==> config.mk <==
export PLATFORM = sky130hd
export DESIGN_NAME = plm_port_link_manager
export DESIGN_NICKNAME = d
export VERILOG_FILES = /design/src/hdl/plm_pkg.sv /design/src/hdl/plm_port_link_manager.sv
export SDC_FILE = /design/constraint.sdc
export NUM_CORES = 1
export LEC_CHECK = 0
export ABC_AREA = 1
export ABC_CLOCK_PERIOD_IN_PS = 2950
export BUFFER_PORTS_ARGS = -buffer_cell sky130_fd_sc_hd__buf_4
export CAP_MARGIN = 15
export CORE_MARGIN = 2
export CORE_UTILIZATION = 25
export DETAILED_ROUTE_END_ITERATION = 10
export SLEW_MARGIN = 20
export SYNTH_ARGS = -nofsm -noshare
export SYNTH_HDL_FRONTEND = slang
export SYNTH_SLANG_ARGS = --single-unit
export TNS_END_PERCENT = 50
==> constraint.sdc <==
create_clock -name core_clk -period 2.95 [get_ports core_clk]
set_clock_uncertainty 0.2 [all_clocks]
set_input_delay 0.4425 -clock core_clk [delete_from_list [all_inputs] [get_ports core_clk]]
set_output_delay 0.4425 -clock core_clk [all_outputs]
set_load 0.1 [all_outputs]
==> src/hdl/plm_pkg.sv <==
// Shared constants, link states and the state record of the port link manager.
package plm_pkg;

	////////////////////////////////////////////////////////////////////////////
	// Clock and status-output timing.
	localparam int CLK_HZ        = 40_000_000;
	localparam int EXP_PERIOD_MS = 40;
	localparam int ACT_HOLD_MS   = 200;
	// Cycles between two expander updates; a longest spacing, rounded down.
	localparam int EXP_PERIOD_CYC = (EXP_PERIOD_MS * (CLK_HZ / 1000));
	// Expander periods the activity output stays asserted; rounded up.
	localparam int HOLD_TICKS_I =
		(ACT_HOLD_MS + EXP_PERIOD_MS - 1) / EXP_PERIOD_MS;
	localparam int EXP_CNT_W = 21;
	localparam logic [2:0] HOLD_TICKS = 3'(HOLD_TICKS_I);

	////////////////////////////////////////////////////////////////////////////
	// Field widths.
	localparam int ET_W     = 8;
	localparam int CRED_W   = 12;
	localparam int SCALE_W  = 8;
	localparam int VALUE_W  = 2;

	////////////////////////////////////////////////////////////////////////////
	// Values after reset.
	localparam logic [ET_W-1:0]      TIMER_RST = 8'h00;
	localparam logic [EXP_CNT_W-1:0] TICK_RST  = 21'h000000;
	localparam logic [CRED_W-1:0]    CRED_RST  = 12'h000;
	localparam logic [SCALE_W-1:0]   SCALE_RST = 8'h00;
	localparam logic [VALUE_W-1:0]   VALUE_RST = 2'h0;

	// State reported by the physical layer training machine.
	typedef enum logic [2:0] {
		PLM_DETECT, PLM_POLLING, PLM_CONFIG, PLM_L0, PLM_L0S, PLM_L1,
		PLM_RECOVERY, PLM_OTHER
	} plm_ltssm_type;

	// Progress of an L1 request towards the partner.
	typedef enum logic [0:0] {PLM_L1_IDLE, PLM_L1_WAIT} plm_l1_type;

	// Whole state of one port.
	typedef struct packed {
		plm_l1_type              l1State;
		logic                    dlUp;
		logic                    wasRecov;
		logic                    highRate;
		logic                    holdLow;
		logic                    advHigh;
		logic                    goRecovery;
		logic                    goDetect;
		logic                    bwStatus;
		logic                    surpriseDn;
		logic                    dropQueued;
		logic                    urTarget;
		logic                    cfgDone;
		logic                    fcAdvertise;
		logic [CRED_W-1:0]       fcCredits;
		logic                    splSend;
		logic [SCALE_W-1:0]      capScale;
		logic [VALUE_W-1:0]      capValue;
		logic [ET_W-1:0]         l0sCnt;
		logic [ET_W-1:0]         l1Cnt;
		logic                    l0sEnter;
		logic                    l1Req;
		logic                    l1Enter;
		logic                    l0sFallback;
		logic [EXP_CNT_W-1:0]    tickCnt;
		logic [2:0]              holdTicks;
		logic                    actSeen;
		logic                    linkUpN;
		logic                    activeN;
	} plm_state_type;

	// Data link layer counts as up in these training states.
	function automatic logic plm_is_up(plm_ltssm_type s);
		return (s == PLM_L0) || (s == PLM_L0S) || (s == PLM_L1) ||
			(s == PLM_RECOVERY);
	endfunction

endpackage

==> src/hdl/plm_port_link_manager.sv <==
// Link management logic of one switch port: retraining, power states, status.
`timescale 1ns/1ps

module plm_port_link_manager #(
	parameter bit UPSTREAM      = 1'b0,
	parameter int EXP_CYC       = plm_pkg::EXP_PERIOD_CYC
) (
	input  wire logic                        core_clk,
	input  wire logic                        reset,
	input  wire logic                        retrainWr,
	input  wire logic                        fullRetrainWr,
	input  wire logic                        registerUnlock,
	input  plm_pkg::plm_ltssm_type           ltssmState,
	input  wire logic                        phyRateHigh,
	input  wire logic                        partnerUpgradeReq,
	input  wire logic                        alrHoldLow,
	input  wire logic                        bwStatusClr,
	input  wire logic                        surpriseCond,
	input  wire logic                        surpriseClr,
	input  wire logic                        cfgReq,
	input  wire logic [plm_pkg::CRED_W-1:0]  ifbSize,
	input  wire logic                        splRxValid,
	input  wire logic [15:0]                 splPayload,
	input  wire logic                        slotCapWr,
	input  wire logic                        aspmL0sEn,
	input  wire logic                        aspmL1En,
	input  wire logic [plm_pkg::ET_W-1:0]    l0sEntryTimer,
	input  wire logic [plm_pkg::ET_W-1:0]    l1EntryTimer,
	input  wire logic                        peerRxInL0s,
	input  wire logic                        allDnInL1,
	input  wire logic                        tlpPending,
	input  wire logic                        creditsAvail,
	input  wire logic                        dllpPending,
	input  wire logic                        l1Ack,
	input  wire logic                        l1Reject,
	input  wire logic                        tlpEvent,
	input  wire logic                        tlpIsVendorMsg,
	output wire logic                        ltssmGoRecovery,
	output wire logic                        ltssmGoDetect,
	output wire logic                        advertiseHighRate,
	output wire logic                        bandwidthMgmtStatus,
	output wire logic                        surpriseDownStatus,
	output wire logic                        dropQueuedTlp,
	output wire logic                        targetedUr,
	output wire logic                        cfgDone,
	output wire logic                        fcAdvertise,
	output wire logic [plm_pkg::CRED_W-1:0]  fcCredits,
	output wire logic                        splSend,
	output wire logic [plm_pkg::SCALE_W-1:0] capturedPowerScale,
	output wire logic [plm_pkg::VALUE_W-1:0] capturedPowerValue,
	output wire logic                        l0sEnter,
	output wire logic                        l1Request,
	output wire logic                        l1Enter,
	output wire logic                        l0sFallback,
	output wire logic                        port_link_up_n,
	output wire logic                        port_activity_n
);
	import plm_pkg::*;

	plm_state_type st_r;
	plm_state_type st_nxt;
	logic          upNow;
	logic          txIdle;
	logic          l0sCond;
	logic          l1Cond;
	logic          tick;

	////////////////////////////////////////////////////////////////////////////
	// Qualifying conditions, combinational from the port inputs; tick decodes the registered tick counter.
	assign upNow  = plm_is_up(ltssmState);
	assign txIdle = (!tlpPending || !creditsAvail) &&
		!dllpPending;
	// The peer receiver input means all active downstream ports on the
	// upstream port and the upstream port on a downstream port.
	assign l0sCond = aspmL0sEn && (ltssmState == PLM_L0) && peerRxInL0s &&
		txIdle;
	assign l1Cond = UPSTREAM && aspmL1En && allDnInL1 && txIdle &&
		((ltssmState == PLM_L0) || (ltssmState == PLM_L0S));
	assign tick = (st_r.tickCnt == EXP_CNT_W'(EXP_CYC - 1));

	////////////////////////////////////////////////////////////////////////////
	// Next-state logic for the whole port.
	always_comb begin
		st_nxt = st_r;
		st_nxt.goRecovery  = retrainWr &&
			(!UPSTREAM || registerUnlock);
		st_nxt.goDetect    = fullRetrainWr;
		st_nxt.cfgDone     = cfgReq;
		st_nxt.fcAdvertise = 1'b0;
		st_nxt.splSend     = 1'b0;
		st_nxt.l0sEnter    = 1'b0;
		st_nxt.l1Enter     = 1'b0;
		st_nxt.l0sFallback = 1'b0;

		// Recovery keeps the link up; only a pass through the down states
		// such as Detect brings it down.
		st_nxt.dlUp       = upNow;
		st_nxt.dropQueued = !upNow;
		st_nxt.urTarget   = !upNow;

		// Link coming up: load credits and, on a downstream port only, announce the slot power limit.
		if (upNow && !st_r.dlUp) begin
			st_nxt.fcAdvertise = 1'b1;
			st_nxt.fcCredits   = ifbSize;
			st_nxt.splSend     = !UPSTREAM;
		end
		if (!UPSTREAM && slotCapWr && st_r.dlUp) begin
			st_nxt.splSend = 1'b1;
		end

		// Surprise down: the set wins over a clear in the same cycle.
		if (surpriseClr) begin
			st_nxt.surpriseDn = 1'b0;
		end
		if (!UPSTREAM && st_r.dlUp && !upNow && surpriseCond) begin
			st_nxt.surpriseDn = 1'b1;
		end

		// Power limit capture on the upstream port.
		if (UPSTREAM && splRxValid) begin
			st_nxt.capScale = splPayload[7:0];
			st_nxt.capValue = splPayload[9:8];
		end

		// Rate tracking after retraining; the check runs when Recovery ends.
		if (ltssmState == PLM_RECOVERY) begin
			st_nxt.wasRecov = 1'b1;
		end
		if (bwStatusClr) begin
			st_nxt.bwStatus = 1'b0;
		end
		if (ltssmState == PLM_L0) begin
			st_nxt.highRate = phyRateHigh;
			st_nxt.wasRecov = 1'b0;
			if (st_r.wasRecov && st_r.highRate && !phyRateHigh) begin
				st_nxt.holdLow  = 1'b1;
				st_nxt.advHigh  = 1'b0;
				st_nxt.bwStatus = !UPSTREAM || st_r.bwStatus;
			end
		end
		// The reliability hold may veto a partner upgrade, not a retrain.
		if (retrainWr || fullRetrainWr ||
			(partnerUpgradeReq && !alrHoldLow)) begin
			st_nxt.holdLow = 1'b0;
			st_nxt.advHigh = 1'b1;
		end

		// L0s entry timer: any broken condition restarts the count.
		if (!l0sCond) begin
			st_nxt.l0sCnt = TIMER_RST;
		end else if (st_r.l0sCnt >= l0sEntryTimer) begin
			st_nxt.l0sEnter = 1'b1;
			st_nxt.l0sCnt   = TIMER_RST;
		end else begin
			st_nxt.l0sCnt = st_r.l0sCnt + 1'b1;
		end

		// L1 entry timer and handshake with the partner.
		unique case (st_r.l1State)
			PLM_L1_IDLE: begin
				if (!l1Cond) begin
					st_nxt.l1Cnt = TIMER_RST;
				end else if (st_r.l1Cnt >= l1EntryTimer) begin
					st_nxt.l1Req   = 1'b1;
					st_nxt.l1Cnt   = TIMER_RST;
					st_nxt.l1State = PLM_L1_WAIT;
				end else begin
					st_nxt.l1Cnt = st_r.l1Cnt + 1'b1;
				end
			end
			PLM_L1_WAIT: begin
				// The partner answers every request with one of the two.
				if (l1Ack) begin
					st_nxt.l1Req   = 1'b0;
					st_nxt.l1Enter = 1'b1;
					st_nxt.l1State = PLM_L1_IDLE;
				end else if (l1Reject) begin
					st_nxt.l1Req       = 1'b0;
					st_nxt.l0sFallback = 1'b1;
					st_nxt.l1State     = PLM_L1_IDLE;
				end
			end
		endcase

		// Status outputs change only on expander update ticks, so a short
		// burst of traffic is stretched rather than lost.
		st_nxt.tickCnt = tick ? TICK_RST : st_r.tickCnt + 1'b1;
		if (tlpEvent && !tlpIsVendorMsg) begin
			st_nxt.actSeen = 1'b1;
		end
		if (tick) begin
			st_nxt.linkUpN = !st_r.dlUp;
			if (st_r.actSeen) begin
				st_nxt.activeN   = 1'b0;
				st_nxt.holdTicks = HOLD_TICKS;
				st_nxt.actSeen   = tlpEvent && !tlpIsVendorMsg;
			end else if (st_r.holdTicks > 3'h1) begin
				st_nxt.holdTicks = st_r.holdTicks - 3'h1;
			end else begin
				st_nxt.activeN   = 1'b1;
				st_nxt.holdTicks = 3'h0;
			end
		end
	end

	////////////////////////////////////////////////////////////////////////////
	// State register.
	always_ff @(posedge core_clk or posedge reset) begin
		if (reset) begin
			st_r <= '{l1State: PLM_L1_IDLE, advHigh: 1'b1, linkUpN: 1'b1,
				activeN: 1'b1, dropQueued: 1'b1, urTarget: 1'b1,
				fcCredits: CRED_RST, capScale: SCALE_RST,
				capValue: VALUE_RST, l0sCnt: TIMER_RST, l1Cnt: TIMER_RST,
				tickCnt: TICK_RST, holdTicks: 3'h0, default: 1'b0};
		end else begin
			st_r <= st_nxt;
		end
	end

	// Every output is a field of the state register.
	assign ltssmGoRecovery     = st_r.goRecovery;
	assign ltssmGoDetect       = st_r.goDetect;
	assign advertiseHighRate   = st_r.advHigh;
	assign bandwidthMgmtStatus = st_r.bwStatus;
	assign surpriseDownStatus  = st_r.surpriseDn;
	assign dropQueuedTlp       = st_r.dropQueued;
	assign targetedUr          = st_r.urTarget;
	assign cfgDone             = st_r.cfgDone;
	assign fcAdvertise         = st_r.fcAdvertise;
	assign fcCredits           = st_r.fcCredits;
	assign splSend             = st_r.splSend;
	assign capturedPowerScale  = st_r.capScale;
	assign capturedPowerValue  = st_r.capValue;
	assign l0sEnter            = st_r.l0sEnter;
	assign l1Request           = st_r.l1Req;
	assign l1Enter             = st_r.l1Enter;
	assign l0sFallback         = st_r.l0sFallback;
	assign port_link_up_n      = st_r.linkUpN;
	assign port_activity_n     = st_r.activeN;
endmodule // plm_port_link_manager

; ---- Word-level counts from Yosys, hierarchy flattened
; Cells that the tools add are included.
[totals]
regBits = 64
inputBits = 72
out_inout_bits = 38
[classes]
addsub = 3
magnitude_cmp = 2
eq_ne = 7
muxes = 33
n_bitwise = 1
n_reduce_logical = 33
[ops]
columns = op, n
row1 = $mux 1, 22
row2 = $add 21x1->21 const B, 1
row3 = $eq 21x21->1 const B, 1
row4 = $mux 21, 1
row5 = $mux 8, 2
row6 = $mux 14, 1
row7 = $logic_and 1x1->1, 12
row8 = $eq 3x3->1 const B, 3
row9 = $mux 3, 3
row10 = $add 8x1->8 const B, 1
row11 = $ge 8x8->1, 1
row12 = $logic_not 1->1, 8
row13 = $reduce_bool 2->1, 4
row14 = $logic_or 1x1->1, 6
row15 = $reduce_and 2->1, 3
row16 = $mux 2, 2
row17 = $mux 4, 1
row18 = $eq 3x2->1 const B, 1
row19 = $gt 3x1->1 const B, 1
row20 = $ne 3x3->1 const B, 1
row21 = $sub 3x1->3 const B, 1
row22 = $ne 2x2->1 const B, 1
row23 = $pmux 1 s2, 1
row24 = $not 1->1, 1

; ---- Logic depth before layout (Yosys ltp)
; Gate-level depths: netlist of the first run.
[logic_depth]
depth_word = 8
depth_mapped = 10
depth_no_buf = 10

; ---- Worst setup path before layout of the first run
; Ideal clock, no wire load.
[synth_path]
path_type = register to output
start = register st_r, in the netlist targetedUr
end = output port targetedUr
t_arrival_ps = 1217
required_ps = 2308
setup_slack_ps = 1091
stages_incl_launch_ff = 2
path_buffers = 1
cell_sequence = dfstp_2 -> buf_4
[synth_lines]
columns = element, line
row1 = from (decl), plm_port_link_manager.sv:60  ; plm_state_type st_r;
row2 = from (signal assigned), plm_port_link_manager.sv:210  ; st_r <= '{l1State: PLM_L1_IDLE, advHigh: 1'b1, linkUpN: 1'b1,
row3 = from (signal assigned), plm_port_link_manager.sv:216  ; st_r <= st_nxt;
row4 = to (decl), plm_port_link_manager.sv:44  ; output wire logic targetedUr,
; No word-level cell between the ends.

; ---- Final worst setup path of the first run
[layout_path]
start = register st_r, in the netlist port_activity_n
end = output port port_activity_n
[layout_lines]
columns = element, line
row1 = to (decl), plm_port_link_manager.sv:56  ; output wire logic port_activity_n
; No word-level cell between the ends.

==> results by group, run 1 <==
Timing
  • F_max: around 550 MHz
  • Final worst path period share: 0.612
  • Endpoints failing setup: 0
  • Hold Violations, Final: 0
  • Worst-Margin Slew: slightly below 0.7 ns
  • Fin. max-slew vios: 0
  • RSZ-0062 raised after global routing: no
  • Slew margin rel.: 0.547
  • Setup_tns: 0 ns
  • Post-layout min period: 1.81 ns

Layout
  • # diodes: 0
  • Max reg flops: 37
  • Final core occ: 0.325
  • Final net count: 555
  • Share of layout cells above drive strength 1: 0.250
  • Post-route insts no fill: between 600 and 700
  • Biggest register: st_r
  • Area Growth Syn to Fin: 26.8%

Route
  • Final wirelength: between 6000 and 7000 µm
  • # DRC: 0
  • Via density: between 4 and 5
  • Initial DRC count: 86
  • Vias: about 2600
  • Initial DRT Pass Iterations: 4
  • Drt wl/cell: 10.4 µm
  • Antenna-violating nets left: 0

Floorplan
  • Cell Rows: 42
  • Core box area: about 13000 µm²
  • Die height: roughly 120 µm
  • Initial Util: 0.257
  • I/O pin cnt: 110
  • Chip width: approximately 120 µm
  • Die Area: roughly 15000 µm²

Worst setup path
  • R2r setup slk: 1.28 ns
  • CP top delay family: flip-flops
  • Max incr delay on CP: 0.54 ns
  • Buf/Inv on CP: 1
  • Startpoint types: register
  • CP Data Required Time: 2.31 ns
  • Worst Path Arrival: between 1 and 1.5 ns
  • Crit-path slowest cell: dfstp_2
  • Nature of the critical path endpoint: output port
  • Crit path cell chain: buf_4
  • CP Class: register to output port
  • Critical-path maximum fanout: 2

Synthesis
  • Register area share after synthesis: 0.465
  • Syn Inst Count: 403
  • Synth Area in XOR/XNOR: 0.0490
  • Synth Area in Compound Gates: 0.0287
  • Post-synthesis simple-gate area fraction: 0.287
  • Largest family of logic cells by synthesized area: simple AND/OR/NAND/NOR gates
  • Adder-cell share of the synthesized area: 0.0442
  • EDFF count, synth: 0
  • Avg Inst Size Synth: 8.44 µm²
  • Post-synthesis mux area share: 0
  • Synth cell types: 33
  • Warnings, synthesis: 0
  • Yosys reg bits: 63
  • Post-synthesis async set-or-reset flop share: 1.00
  • Synth Flop Type: dfrtp_1
  • Synthesized area: 3400 µm²

Power
  • Peak VDD IR: 0.407 mV
  • PD cells: roughly 600 nW/µm²
  • Leak: 2.27 nW

CTS
  • CTS root buf: clkbuf_16
  • Setup bufs post-CTS: 0
  • Post-CTS resize count: 0
  • CTS Sinks: 63
  • Max Buffers Root-to-Sink: 2
  • Htree depth: 3
  • CTS tree: done
  • CTS Hold Bufs: 1
  • CTS clock-pin slew for the worst setup and hold paths: 0.06 ns
  • Clock Latency Late Sink: 0.34 ns
  • CTS buffer count: 9

Placement
  • IO Port Bufs: 70
  • Dpl hpwl: 5060 µm
  • Placed insts: about 640
  • Final Wtd Congestion: 0.807

Global routing
  • Pin count of the biggest net entering global routing: 32
  • Total track usage: 0.101
  • Antenna violations before repair: 0
  • First-pass GRT wire length: about 12000 µm
  • Vias in the first global route: ~2700
  • Overflow after GRT: 0

Min path
  • Hold crit path type: primary input to async pin

Status
  • Status: finished clean

Job
  • Max_cap viols: 0
==> worst paths after layout <==
| path | from | end | cells after the start |
|---|---|---|---|
| worst max register to register | st_r[6] | st_r[4] | 8 |
| worst min-delay path | reset | fcCredits[4] | 2 |
| max in group asynchronous | reset | advertiseHighRate | 3 |
| worst max-delay path | port_activity_n | port_activity_n | 1 |
| min in group core_clk | fullRetrainWr | ltssmGoDetect | 1 |
| worst min register to register | advertiseHighRate | advertiseHighRate | 2 |
==> cells by family (layout without fill, tap and decap cells) <==
logic type	after synthesis	after routing
fa+ha+maj	12	12
compound gates	16	16
xor+xnor	19	19
flops	63	63
other cells	1	11
buf+inv	83	146
simple gates	209	209
==> through the flow <==
stage	instance area (µm²)	total power, mW	setup slack [ns]	hold WS, ns
after floorplan	3440	1.42	0.744	0.242
after global placement	4000	1.49	1.18	0.256
after detailed placement	4000	1.50	1.16	0.266
after CTS	4310	2.58	1.13	0.00970
after global routing	4310	2.66	1.11	0.00602
final	4310	2.54	1.14	0.0120
==> layout by cell type (no fill, tap or decap), types with 2 or more instances in the layout <==
cell type   synthesis  routed
a21oi_1             4       4
buf_4              24      72
clkbuf_16           0       9
clkinvlp_4          0       3
conb_1              1      11
dfrtp_1            59      59
dfstp_2             4       4
ha_1               12      12
inv_1              53      52
inv_2               3       4
nand2_1           117     117
nand2_2             3       3
nand2_4             3       3
nand3_1            19      19
nand3_2             2       2
nand4_1             5       5
nor2_1             42      42
nor2_2              5       5
nor2_4              3       3
nor2_8              3       3
nor3_1              4       4
o21ai_0             6       6
o21ai_2             2       2
xnor2_1             7       7
xor2_1             12      12
==> final cells by class <==
| cell class | instances | area [µm²] |
|---|---|---|
| clock buffers | 10 | 229 |
| clock inverters | 6 | 70.1 |
| fillers | 1399 | 8930 |
| inverters | 57 | 226 |
| multi-input cells | 267 | 1430 |
| flip-flops and latches | 63 | 1580 |
| well taps | 176 | 220 |
| repair buffers | 73 | 551 |
==> metal layers <==
layer | wire length [µm] | GRT usage | share of wire
met1 | 3060 | 0.119 | 0.45
met3 | 516 | 0.0448 | 0.076
met5 | 0 | 0 | 0
met4 | 121 | 0.0392 | 0.018
met2 | 3060 | 0.159 | 0.45
==> where the power goes <==
group / switching (mW) / leakage (nW) / internal [mW]
clock network: 0.406 / 0.135 / 0.658
registers: 0.0258 / 0.809 / 0.909
logic: 0.434 / 1.32 / 0.112
==> cell usage after synthesis, types with 4 or more instances <==
library cell,count,area (µm²)
a21oi_1,4,20.0
buf_4,24,180
dfrtp_1,59,1480
dfstp_2,4,105
ha_1,12,150
inv_1,53,199
nand2_1,117,439
nand3_1,19,95.1
nand4_1,5,31.3
nor2_1,42,158
nor2_2,5,31.3
nor3_1,4,20.0
o21ai_0,6,30.0
xnor2_1,7,61.3
xor2_1,12,105
No activity file was read; power rests on OpenSTA's default activity.
==> run 2: changes to the inputs <==
ABC_CLOCK_PERIOD_IN_PS = 1900   (was 2950)
clock period = 1.9 ns   (was 2.95 ns; I/O delays follow)
==> run 2 against run 1 <==
Flip-flop and latch count stayed put. Combinational power rose by 64%. Largest power group unchanged. Sequential power rose by 55%. Count of clock-buffer cells in the layout increased by 1. Total power grew 57%. Die area stayed put. Sequential share of layout area shrank 2.2 points. Worst setup slack got worse by 0.90 ns. Register-to-register slack worse by 1.0 ns. Hold slack better by 0.0066 ns.
==> results by group, run 2 (synthesis gave the netlist of run 1 again) <==
Floorplan
  • I/O pin cnt: 110
  • Cell Rows: 42
  • Core box area: 13200 µm²
  • Die height: 121 µm
  • Chip width: roughly 120 µm
  • Initial Util: 0.257
  • Die Area: 14500 µm²

Placement
  • IO Port Bufs: 70
  • Placed insts: 635
  • DP Area: 4030 µm²
  • Setup WS pre-CTS: 0.225 ns
  • Final Wtd Congestion: 0.811
  • Dpl hpwl: 5030 µm

Layout
  • Fin area: roughly 4600 µm²
  • Register area: 1580 µm²
  • Post-route insts no fill: 677
  • Biggest register: st_r
  • Area Growth Syn to Fin: 35.0%
  • Most common cell after layout, fill and taps aside: nand2_1
  • Fillers: 1391
  • Share of layout cells above drive strength 1: 0.238
  • Final net count: 580
  • # diodes: 0
  • Commonest cells after routing, fill and taps aside: 117 x nand2_1, 70 x buf_4, 59 x dfrtp_1, 52 x inv_1, 42 x nor2_1
  • Max reg flops: 37
  • Area of the multi-input gates: roughly 1400 µm²

Job
  • Max_cap viols: 0

Worst setup path
  • Nature of the critical path endpoint: register
  • CP Class: register to register
  • Reg2Reg Launch Point: st_r[6]
  • CP Data Required Time: 1.92 ns
  • Worst Path Arrival: 1.68 ns
  • Critical-path maximum fanout: 9
  • CP Launch Point: st_r[6]
  • Startpoint types: register

Route
  • Via density: 4.04
  • Initial DRC count: 125
  • # DRC: 0
  • Drt wl/cell: 10.2 µm
  • Initial DRT Pass Iterations: 5
  • Final wirelength: 6910 µm
  • Vias: 2732
  • Antenna-violating nets left: 0

Timing
  • Worst-Margin Slew: 0.525 ns
  • Post-route setup slack: 0.248 ns
  • Hold Violations, Final: 0
  • Setup_tns: 0 ns
  • Hold WS: 0.0186 ns
  • Final worst path period share: 0.870
  • Slew margin rel.: 0.650
  • Fin. max-slew vios: 0
  • RSZ-0062 raised after global routing: no
  • Post-layout min period: 1.65 ns
  • Endpoints failing setup: 0
  • F_max: between 600 and 700 MHz

Global routing
  • Antenna violations before repair: 0
  • Vias in the first global route: 2675
  • First-pass GRT wire length: 11900 µm
  • Overflow after GRT: 0
  • Pin count of the biggest net entering global routing: 27
  • Total track usage: 0.103

CTS
  • CTS buffer count: 9
  • CTS root buf: clkbuf_16
  • CTS clock-pin slew for the worst setup and hold paths: 0.05 ns
  • CTS tree: done
  • Max Buffers Root-to-Sink: 2
  • Htree depth: 3
  • CTS Sinks: 63
  • Clock Latency Late Sink: 0.33 ns
  • Setup bufs post-CTS: 0

Power
  • Leak: about 2.4 nW
  • PD cells: 869 nW/µm²
  • Peak VDD IR: 0.557 mV

Min path
  • HP Start: tlpEvent
  • Hold crit path type: primary input to register

Status
  • Status: finished clean
run 2: final cells by class:
| class | instances | area share |
|---|---|---|
| clock buffer | 11 | 0.0529 |
| inverter | 57 | 0.0502 |
| sequential | 63 | 0.345 |
| clock inverter | 5 | 0.0123 |
| multi-input combinational | 267 | 0.312 |
| tap | 176 | 0.0480 |
| timing repair buffer | 98 | 0.180 |
run 2: path summary, 6_finish.rpt:
kind	depth (start not counted)	slack, ns	end
worst max-delay path	8	0.25	st_r[4]
max in group asynchronous	4	0.58	port_link_up_n
worst min register to register	2	0.27	port_activity_n
worst min-delay path	3	0.02	st_r[2]
worst max register to register	8	0.25	st_r[4]
min in group asynchronous	3	0.36	st_r[12]
run 2: metal layers:
layer,vias to the layer above,global-route usage,routed length [µm]
li1,1385,-,-
met3,12,0.0363,393
met2,69,0.165,3220
met1,1266,0.123,3150
met4,0,0.0487,139
met5,-,0,0
run 2: critical path: stages, from the launching register on:
cell and delay (ns):
dfrtp_1 0.38, ha_1 0.21, nand2_2 0.10, nor2_8 0.16, nand2_4 0.11, nor2_8 0.16, nand2_8 0.10, nand2_1 0.08
o21ai_2 0.05
run 2: timing repair:
action | 4_1_cts | 5_1_grt
hold buffers | 26 | 0
hold endpoints to repair | 41 | 0
gates resized for setup | 0 | 0
run 2: report_power, final:
group	leakage, nW	internal [mW]	switching (mW)
Combinational	1.44	0.213	0.685
Clock	0.146	1.05	0.590
Sequential	0.809	1.41	0.0389
Total	2.39	2.67	1.31
run 2: through the flow:
stage	util	total power [mW]
floorplan	-	2.21
global placement	0.304	2.32
detailed placement	0.304	2.33
CTS	0.347	4.06
global route	0.347	4.17
finish	0.347	3.99
